[src/logic/ybs_pkg.sv]
/*
 * Shared definitions for the indexed bus cycle sequencer: opcode values,
 * instruction groups, address and write-data selectors, cycle counts and
 * instruction lengths.
 * Assumes a 16-bit address bus and an 8-bit data bus.
 */
package ybs_pkg;

    // Opcode bytes: the prefix, which the sequencer never checks, and three that it recognises by itself.
    localparam logic [7:0]  PREFIX_OP     = 8'h18;
    localparam logic [7:0]  JUMP_OP       = 8'h6e;
    localparam logic [7:0]  MEMORY_TEST_OP = 8'h6d;
    localparam logic [7:0]  SUBROUTINE_CALL_OP = 8'had;

    // Address driven in every cycle whose data is of no interest.
    localparam logic [15:0] ALL_ONES_ADDR = 16'hffff;

    // Instruction groups; the core names all but the three fixed opcodes.
    typedef enum logic [3:0] {
        GRP_ACC_READ   = 4'h0,
        GRP_ACC_STORE  = 4'h1,
        GRP_RMW        = 4'h2,
        GRP_LOAD16     = 4'h3,
        GRP_STORE16    = 4'h4,
        GRP_ARITH16    = 4'h5,
        GRP_BIT_MOD    = 4'h6,
        GRP_BIT_BRANCH = 4'h7,
        GRP_JUMP       = 4'h8,
        GRP_MEMTEST    = 4'h9,
        GRP_CALL       = 4'ha
    } ybs_grp_type;

    // Source of the address for one bus cycle.
    typedef enum logic [3:0] {
        A_OPC1 = 4'h0, A_OPC2 = 4'h1, A_OPC3 = 4'h2, A_OPC4 = 4'h3,
        A_ONES = 4'h4, A_EA = 4'h5, A_EA1 = 4'h6, A_SP = 4'h7,
        A_SPM1 = 4'h8
    } ybs_asel_type;

    // Source of the data byte in a write cycle.
    typedef enum logic [2:0] {
        W_NONE = 3'h0, W_ACC = 3'h1, W_REG_HI = 3'h2, W_REG_LO = 3'h3,
        W_RESULT = 3'h4, W_RET_LO = 3'h5, W_RET_HI = 3'h6
    } ybs_wsel_type;

    // Sequencer states, one-hot.
    typedef enum logic [1:0] {
        ST_IDLE = 2'b01,
        ST_RUN  = 2'b10
    } ybs_state_type;

    // Cycle numbers that fix where captures happen.
    localparam logic [3:0] CYC_OPCODE2 = 4'h2;
    localparam logic [3:0] CYC_OFFSET  = 4'h3;
    localparam logic [3:0] CYC_DUMMY   = 4'h4;
    localparam logic [3:0] CYC_OPND    = 4'h5;
    localparam logic [3:0] CYC_SIX     = 4'h6;
    localparam logic [3:0] CYC_SEVEN   = 4'h7;
    localparam logic [3:0] CYC_EIGHT   = 4'h8;

    // Cycle counts per group.
    localparam logic [3:0] LEN_JUMP   = 4'h4;
    localparam logic [3:0] LEN_ACC    = 4'h5;
    localparam logic [3:0] LEN_WORD   = 4'h6;
    localparam logic [3:0] LEN_LONG   = 4'h7;
    localparam logic [3:0] LEN_BITOP  = 4'h8;

    // Instruction lengths in bytes, for the fall-through address.
    localparam logic [15:0] BYTES_PLAIN  = 16'h0003;
    localparam logic [15:0] BYTES_BITMOD = 16'h0004;
    localparam logic [15:0] BYTES_BRANCH = 16'h0005;

    // Number of bus cycles an instruction of a group takes.
    function automatic logic [3:0] grp_len(input ybs_grp_type g);
        case (g)
            GRP_JUMP:                           grp_len = LEN_JUMP;
            GRP_ACC_READ, GRP_ACC_STORE:        grp_len = LEN_ACC;
            GRP_LOAD16, GRP_STORE16:            grp_len = LEN_WORD;
            GRP_BIT_MOD, GRP_BIT_BRANCH:        grp_len = LEN_BITOP;
            default:                            grp_len = LEN_LONG;
        endcase
    endfunction

endpackage

[src/logic/ybs_cycle_plan.sv]
/*
 * Per-cycle bus plan: for a group and a cycle number, which address,
 * which read/write level and which write data the cycle carries.
 * Purely combinational; the caller registers the result.
 */
`timescale 1ns/1ps
module ybs_cycle_plan (
    // Cycle to plan.
    input  wire ybs_pkg::ybs_grp_type  grp_i,
    input  wire logic [3:0]            cyc_i,
    // Plan for that cycle.
    output ybs_pkg::ybs_asel_type      asel_o,
    output ybs_pkg::ybs_wsel_type      wsel_o,
    output logic                       rw_o
);
    import ybs_pkg::*;

    // Cycles one to four are common; the group shapes the rest.
    always_comb begin
        asel_o = A_ONES;
        wsel_o = W_NONE;
        case (cyc_i)
            4'h1: asel_o = A_OPC1;
            4'h2: asel_o = A_OPC2;
            4'h3: asel_o = A_OPC3;
            CYC_OPND: begin
                asel_o = A_EA;
                if (grp_i == GRP_ACC_STORE) begin
                    wsel_o = W_ACC;
                end else if (grp_i == GRP_STORE16) begin
                    wsel_o = W_REG_HI;
                end
            end
            CYC_SIX: begin
                case (grp_i)
                    GRP_LOAD16, GRP_ARITH16: asel_o = A_EA1;
                    GRP_STORE16: begin
                        asel_o = A_EA1;
                        wsel_o = W_REG_LO;
                    end
                    GRP_CALL: begin
                        asel_o = A_SP;
                        wsel_o = W_RET_LO;
                    end
                    GRP_BIT_MOD, GRP_BIT_BRANCH: asel_o = A_OPC4;
                    default: asel_o = A_ONES;
                endcase
            end
            CYC_SEVEN: begin
                case (grp_i)
                    GRP_RMW: begin
                        asel_o = A_EA;
                        wsel_o = W_RESULT;
                    end
                    GRP_CALL: begin
                        asel_o = A_SPM1;
                        wsel_o = W_RET_HI;
                    end
                    GRP_BIT_BRANCH: asel_o = A_OPC4;
                    default: asel_o = A_ONES;
                endcase
            end
            CYC_EIGHT: begin
                if (grp_i == GRP_BIT_MOD) begin
                    asel_o = A_EA;
                    wsel_o = W_RESULT;
                end
            end
            default: asel_o = A_ONES;
        endcase
        // Read level everywhere except a write cycle.
        rw_o = (wsel_o == W_NONE);
    end

endmodule

[src/logic/ybs_sequencer.sv]
/*
 * Bus cycle sequencer for the indexed mode that uses the second index
 * register. It walks the bus one cycle per clock and registers address,
 * read/write level and write data for each cycle.
 * Assumes the core names the group of the second opcode byte on CLASS_I
 * in cycle 2 and holds ACC_I, REG16_I, RESULT_I, SECOND_INDEX_I and SP_I steady.
 */
`timescale 1ns/1ps
module ybs_sequencer (
    // Clock and reset.
    input  wire logic                  SYS_CLK_I,
    input  wire logic                  ARST_N_I,
    // Instruction start and core state.
    input  wire logic                  START_I,
    input  wire logic [15:0]           OPC_ADDR_I,
    input  wire ybs_pkg::ybs_grp_type  CLASS_I,
    input  wire logic [15:0]           SECOND_INDEX_I,
    input  wire logic [15:0]           SP_I,
    input  wire logic [7:0]            ACC_I,
    input  wire logic [15:0]           REG16_I,
    input  wire logic [7:0]            RESULT_I,
    // Memory bus.
    input  wire logic [7:0]            DATA_I,
    output logic [15:0]                ADDR_O,
    output logic                       RW_O,
    output logic [7:0]                 DATA_O,
    // Progress and results to the core.
    output logic                       BUSY_O,
    output logic                       DONE_O,
    output logic [3:0]                 CYCLE_O,
    output logic [15:0]                NEXT_PC_O,
    output logic [15:0]                OPERAND_O,
    output logic [7:0]                 MASK_O,
    output logic [7:0]                 BRANCH_OFS_O
);
    import ybs_pkg::*;

    typedef struct packed {
        ybs_state_type st;
        logic [3:0]    cyc;
        ybs_grp_type   grp;
        logic [15:0]   opc;
        logic [15:0]   ea;
        logic [15:0]   addr;
        logic          rw;
        logic [7:0]    dout;
        logic          done;
        logic [15:0]   next_pc;
        logic [15:0]   operand;
        logic [7:0]    mask;
        logic [7:0]    bofs;
    } ybs_regs_type;

    ybs_regs_type s_q;
    ybs_regs_type s_d;
    logic         last;
    logic         go;
    logic [3:0]   nc;
    ybs_asel_type asel;
    ybs_wsel_type wsel;
    logic         plan_rw;
    logic [15:0]  ret_addr;

    // A new instruction may start in the last cycle of the previous one,
    // so back-to-back instructions lose no bus cycle.
    always_comb begin
        last = (s_q.st == ST_RUN) && (s_q.cyc == grp_len(s_q.grp));
        go   = START_I && ((s_q.st == ST_IDLE) || last);
        if (go) begin
            nc = 4'h1;
        end else if ((s_q.st == ST_IDLE) || last) begin
            nc = 4'h0;
        end else begin
            nc = s_q.cyc + 4'h1;
        end
    end

    ybs_cycle_plan u_plan (
        .grp_i  (s_q.grp),
        .cyc_i  (nc),
        .asel_o (asel),
        .wsel_o (wsel),
        .rw_o   (plan_rw)
    );

    assign ret_addr = s_q.opc + BYTES_PLAIN;

    // Next-state logic: captures of the current cycle, plan of the next.
    always_comb begin
        s_d      = s_q;
        s_d.done = 1'b0;
        if (s_q.st == ST_RUN) begin
            case (s_q.cyc)
                CYC_OPCODE2: begin
                    case (DATA_I)
                        JUMP_OP:            s_d.grp = GRP_JUMP;
                        MEMORY_TEST_OP:     s_d.grp = GRP_MEMTEST;
                        SUBROUTINE_CALL_OP: s_d.grp = GRP_CALL;
                        default:            s_d.grp = CLASS_I;
                    endcase
                end
                CYC_OFFSET: begin
                    s_d.ea = SECOND_INDEX_I + {8'h00, DATA_I};
                end
                CYC_OPND: begin
                    // A fresh operand starts here, so the byte read in a
                    // final cycle still stands when a new start follows.
                    if (s_q.rw) begin
                        s_d.operand = {8'h00, DATA_I};
                    end
                end
                CYC_SIX: begin
                    if (s_q.grp == GRP_BIT_MOD
                        || s_q.grp == GRP_BIT_BRANCH) begin
                        s_d.mask = DATA_I;
                    end else if (s_q.grp == GRP_LOAD16
                        || s_q.grp == GRP_ARITH16) begin
                        s_d.operand = {s_q.operand[7:0], DATA_I};
                    end
                end
                CYC_SEVEN: begin
                    if (s_q.grp == GRP_BIT_BRANCH) begin
                        s_d.bofs = DATA_I;
                    end
                end
                default: s_d.bofs = s_q.bofs;
            endcase
        end
        if (go) begin
            s_d.st      = ST_RUN;
            s_d.opc     = OPC_ADDR_I;
        end else if (nc == 4'h0) begin
            s_d.st = ST_IDLE;
        end
        s_d.cyc = nc;
        // Address for the cycle about to start.
        case (asel)
            A_OPC1:  s_d.addr = go ? OPC_ADDR_I : s_q.opc;
            A_OPC2:  s_d.addr = s_q.opc + 16'h0001;
            A_OPC3:  s_d.addr = s_q.opc + 16'h0002;
            A_OPC4:  s_d.addr = s_q.opc + 16'h0003;
            A_EA:    s_d.addr = s_q.ea;
            A_EA1:   s_d.addr = s_q.ea + 16'h0001;
            A_SP:    s_d.addr = SP_I;
            A_SPM1:  s_d.addr = SP_I - 16'h0001;
            default: s_d.addr = ALL_ONES_ADDR;
        endcase
        if (asel == A_OPC4 && nc == CYC_SEVEN) begin
            s_d.addr = s_q.opc + 16'h0004;
        end
        // Idle cycles park the bus on a harmless read.
        s_d.rw = (nc == 4'h0) ? 1'b1 : plan_rw;
        case (wsel)
            W_ACC:    s_d.dout = ACC_I;
            W_REG_HI: s_d.dout = REG16_I[15:8];
            W_REG_LO: s_d.dout = REG16_I[7:0];
            W_RESULT: s_d.dout = RESULT_I;
            W_RET_LO: s_d.dout = ret_addr[7:0];
            W_RET_HI: s_d.dout = ret_addr[15:8];
            default:  s_d.dout = 8'h00;
        endcase
        // Flag the final cycle and where fetching continues.
        if (nc != 4'h0 && !go && nc == grp_len(s_q.grp)) begin
            s_d.done = 1'b1;
            case (s_q.grp)
                GRP_JUMP, GRP_CALL: s_d.next_pc = s_d.ea;
                GRP_BIT_MOD:    s_d.next_pc = s_q.opc + BYTES_BITMOD;
                GRP_BIT_BRANCH: s_d.next_pc = s_q.opc + BYTES_BRANCH;
                default:        s_d.next_pc = ret_addr;
            endcase
        end
    end

    // All sequencer state lives in one register.
    always_ff @(posedge SYS_CLK_I or negedge ARST_N_I) begin
        if (!ARST_N_I) begin
            s_q         <= '0;
            s_q.st      <= ST_IDLE;
            s_q.grp     <= GRP_ACC_READ;
            s_q.addr    <= ALL_ONES_ADDR;
            s_q.rw      <= 1'b1;
        end else begin
            s_q <= s_d;
        end
    end

    assign ADDR_O       = s_q.addr;
    assign RW_O         = s_q.rw;
    assign DATA_O       = s_q.dout;
    assign BUSY_O       = s_q.st[1];                // One-hot run bit.
    assign DONE_O       = s_q.done;
    assign CYCLE_O      = s_q.cyc;
    assign NEXT_PC_O    = s_q.next_pc;
    assign OPERAND_O    = s_q.operand;
    assign MASK_O       = s_q.mask;
    assign BRANCH_OFS_O = s_q.bofs;
endmodule

[config.mk]
export PLATFORM = sky130hd
export DESIGN_NAME = ybs_sequencer
export DESIGN_NICKNAME = d
export VERILOG_FILES = /design/src/logic/ybs_pkg.sv /design/src/logic/ybs_cycle_plan.sv /design/src/logic/ybs_sequencer.sv
export SDC_FILE = /design/constraint.sdc
export NUM_CORES = 1
export LEC_CHECK = 0
export ABC_AREA = 0
export BUFFER_PORTS_ARGS = -buffer_cell sky130_fd_sc_hd__buf_4
export CORE_AREA = 5 5 169 130
export DETAILED_ROUTE_END_ITERATION = 8
export DIE_AREA = 0 0 174 135
export PLACE_DENSITY = 0.72
export SLEW_MARGIN = 40
export SYNTH_ARGS = -nofsm -noshare
export SYNTH_HDL_FRONTEND = slang
export SYNTH_SLANG_ARGS = --single-unit
[constraint.sdc]
create_clock -name SYS_CLK_I -period 8.88 [get_ports SYS_CLK_I]
set_input_delay 0.444 -clock SYS_CLK_I [delete_from_list [all_inputs] [get_ports SYS_CLK_I]]
set_output_delay 0.444 -clock SYS_CLK_I [all_outputs]
set_load 0.005 [all_outputs]
==> results.md <==
- Crit-path cells: inv_2, ha_1, nor3_1, o211ai_1, buf_4, mux2i_1, inv_1, ha_1, and2_1, nand4_1, mux2i_1, o21ai_0, xor2_1, o21ai_0, a2111oi_0, a31oi_1
- Root Buffer: clkbuf_16
- Diodes inserted: 0
- Post-synth EDFFs: 0
- Slew @ Worst Pin: around 940 ps
- Core footprint: 20040 um^2
- Setup TNS: 0 ps
- CTS buffer count: 17
- Crit-path max FO: 30
- Worst setup EP type: register
- Leakage Power: between 0.004 and 0.005 uW
- Max Clock Freq: between 150 and 200 MHz
- Top cell type by total area after synthesis: dfrtp_1
- # port buffers: roughly 170
- Total number of vias: around 10000
- Total I/O pin count: 174
- Synthesized area per cell: roughly 8.5 um^2
- Largest net degree at the start of global routing: 63
- Gates resized, CTS repair: 0
- Top cell type's share of synthesized area: 0.2481
- Insertion delay to the later sink of the worst-skew pair: 430 ps
- Final Cycle Share: 0.5745
- Global Route Usage Sum: 0.3095
- CP peak stage delay: 890 ps
- Via density: between 6 and 7
- Vias in the first global route: between 9000 and 10000
- Area Overhead vs Synth: 15.16%
- CP Data Arrival Time: roughly 5400 ps
- Placed inst area: approximately 11000 um^2
- Power density over cell area: 363.0 nW/um^2
- Cell area after synthesis: around 10000 um^2
- Synth Warn #: 0
- RSZ-0062 raised after global routing: false
- Global-route wire length before repair: around 57000 um
- Share of cells above drive strength 1: 0.2635
- Clk pin slew, worst setup/hold paths: roughly 60 ps
- Die Wd: between 150 and 200 um
- Initial DRC Count: about 1000
- Final hold violations: 0
- Final setup violating endpoints: 0
- FP Rows: 45
- Global placer's final weighted congestion: around 1.1
- Cts hold-fix bufs: 0
- Synth area leaders: dfrtp_1 25%, buf_4 5.9%, mux2_2 5.7%
- Most used DFF post-synth: dfrtp_1
- Kind of critical path: register to register
- #FFs+latches synth: ~120
- Worst setup SP type: register
- Design area: approximately 11000 um^2
- Pre-Repair DR Iteration Count: 6
- Number of max-cap violations: 0
- Initial antenna violation count: 1
- Hold Path Class: input pin to async pin
- Final Skew: 13.92 ps
- Final Max Tran Viols: 0
- Clk sinks: around 120
- H-tree depth: 4
- Fin nets: 1340
- Mapped Nets: 1283
- DR DRC count: 0
- CTS tree: done
- Initial core utilization: 0.4931
- Max stage delay cell, worst path: dfrtp_1
- Max clock buf depth: 2
- Post-DRT Antenna Nets: 0
- Die Area: between 20000 and 25000 um^2
- Post-CTS Setup Bufs: 0
- Mapped Cells: 1167
- Total Wirelength: ~37000 um
- Synth async-reset ratio: 1.000
- Slew headroom: 0.3701
- Min Tclk post-route: just over 5000 ps
- GRT overflow: 0
- Post-synthesis sequential area ratio: 0.2959
- CP top delay family: simple AND/OR/NAND/NOR gates
- Synth cell types: 95
- DR WL/cell: 24.86 um
- Most frequent cells in the layout: 181 x buf_4, 128 x nand2_1, 111 x nor2_1, 97 x dfrtp_1, 58 x o21ai_0
- CP Buf/Inv Count: 3
- Power Total: between 4000 and 5000 uW
- Most common cell after layout, fill and taps aside: buf_4
- DPL Wire Length: between 20000 and 30000 um
- Status: completed
- Die Ht: around 140 um
- Maximum VDD drop: ~190 uV
- CP required: between 9000 and 10000 ps
-- worst register-to-register path, delay by kind of cell (launching register included) --
kind	cells	cell delay, ps
AND/OR/NAND/NOR	3	1080
AO/OA/AOI/OAI	5	1010
flip-flops	1	890
adder cells (fa/ha/maj)	2	760
buffers and inverters	3	560
multiplexers	2	540
XOR/XNOR	1	140
-- routing by layer --
metal,up-vias,GRT usage,wire length [um]
met5,-,0,11
met4,2,0.09407,1131
met3,102,0.07809,4362
met2,675,0.4494,15270
met1,4684,0.4530,16400
li1,4308,-,-
-- registers in the layout, indices dropped and copies added, names as in the netlist --
name / cells
OPERAND_O: 16
DONE_O: 1
CYCLE_O: 4
NEXT_PC_O: 16
RW_O: 1
BUSY_O: 1
BRANCH_OFS_O: 8
s_q: 37
MASK_O: 8
ADDR_O: 16
DATA_O: 8
-- area by class of cell --
type / instances / area [um^2]
multi-input cells: 888 / 6062
inverters: 19 / 71.32
well taps: 258 / 322.8
clock inverters: 14 / 201.4
repair buffers: 182 / 1370
clock buffers: 18 / 429.2
fillers: 1838 / 8661
flip-flops and latches: 116 / 2927
-- through the flow --
stage,util,hold WS [ps],std cells,setup slack [ps]
6_report,0.5679,3.565,1495,3778
5_1_grt,0.5679,52.80,1495,3460
4_1_cts,0.5672,139.2,1495,3724
3_5_place_dp,0.5358,472.2,1463,3752
3_3_place_gp,0.5338,464.0,1462,3844
2_1_floorplan,-,148.4,1167,4829
-- where the power goes --
group	internal (uW)	leakage, uW	total, uW	switching, uW
sequential	766	0.00138	1200	432
combinational	908	0.00311	2170	1260
clock	473	0.000301	762	289
total	2150	0.00480	4130	1980
-- Yosys cell counts (13+ instances only) --
cell type	n
nand2_1	129
nor2_1	111
dfrtp_1	98
buf_4	78
o21ai_0	58
xnor2_1	51
mux2_2	50
a21oi_1	47
xor2_1	36
clkbuf_1	33
nand3_1	28
nor3_1	26
buf_2	21
ha_1	20
dfstp_2	18
mux2i_1	18
o22ai_1	18
and3_1	17
inv_1	17
nand2b_1	16
a31oi_1	15
a22oi_1	14
nand4_1	13
-- worst paths after layout --
| check | startpoint | endpoint | slack [ps] | cells past startpoint |
|---|---|---|---|---|
| min | ARST_N_I | DONE_O | 4 | 1 |
| max reg2reg | CYCLE_O[0] | ADDR_O[12] | 3780 | 16 |
| min reg2reg | OPERAND_O[9] | OPERAND_O[9] | 480 | 2 |
| min in group SYS_CLK_I | RESULT_I[3] | DATA_O[3] | 240 | 3 |
| max in group asynchronous | ARST_N_I | s_q[108] | 7690 | 2 |
| max | CYCLE_O[0] | ADDR_O[12] | 3780 | 16 |
-- cells by family after synthesis --
| kind of cell | Yosys count | synth area share |
|---|---|---|
| multiplexers | 68 | 0.07519 |
| buffers and inverters | 163 | 0.09646 |
| XOR/XNOR | 87 | 0.07709 |
| AND/OR/NAND/NOR | 409 | 0.2019 |
| adder cells (fa/ha/maj) | 21 | 0.02734 |
| flip-flops | 116 | 0.2959 |
| AO/OA/AOI/OAI | 303 | 0.2261 |
Power figures use the tool's default switching activity.
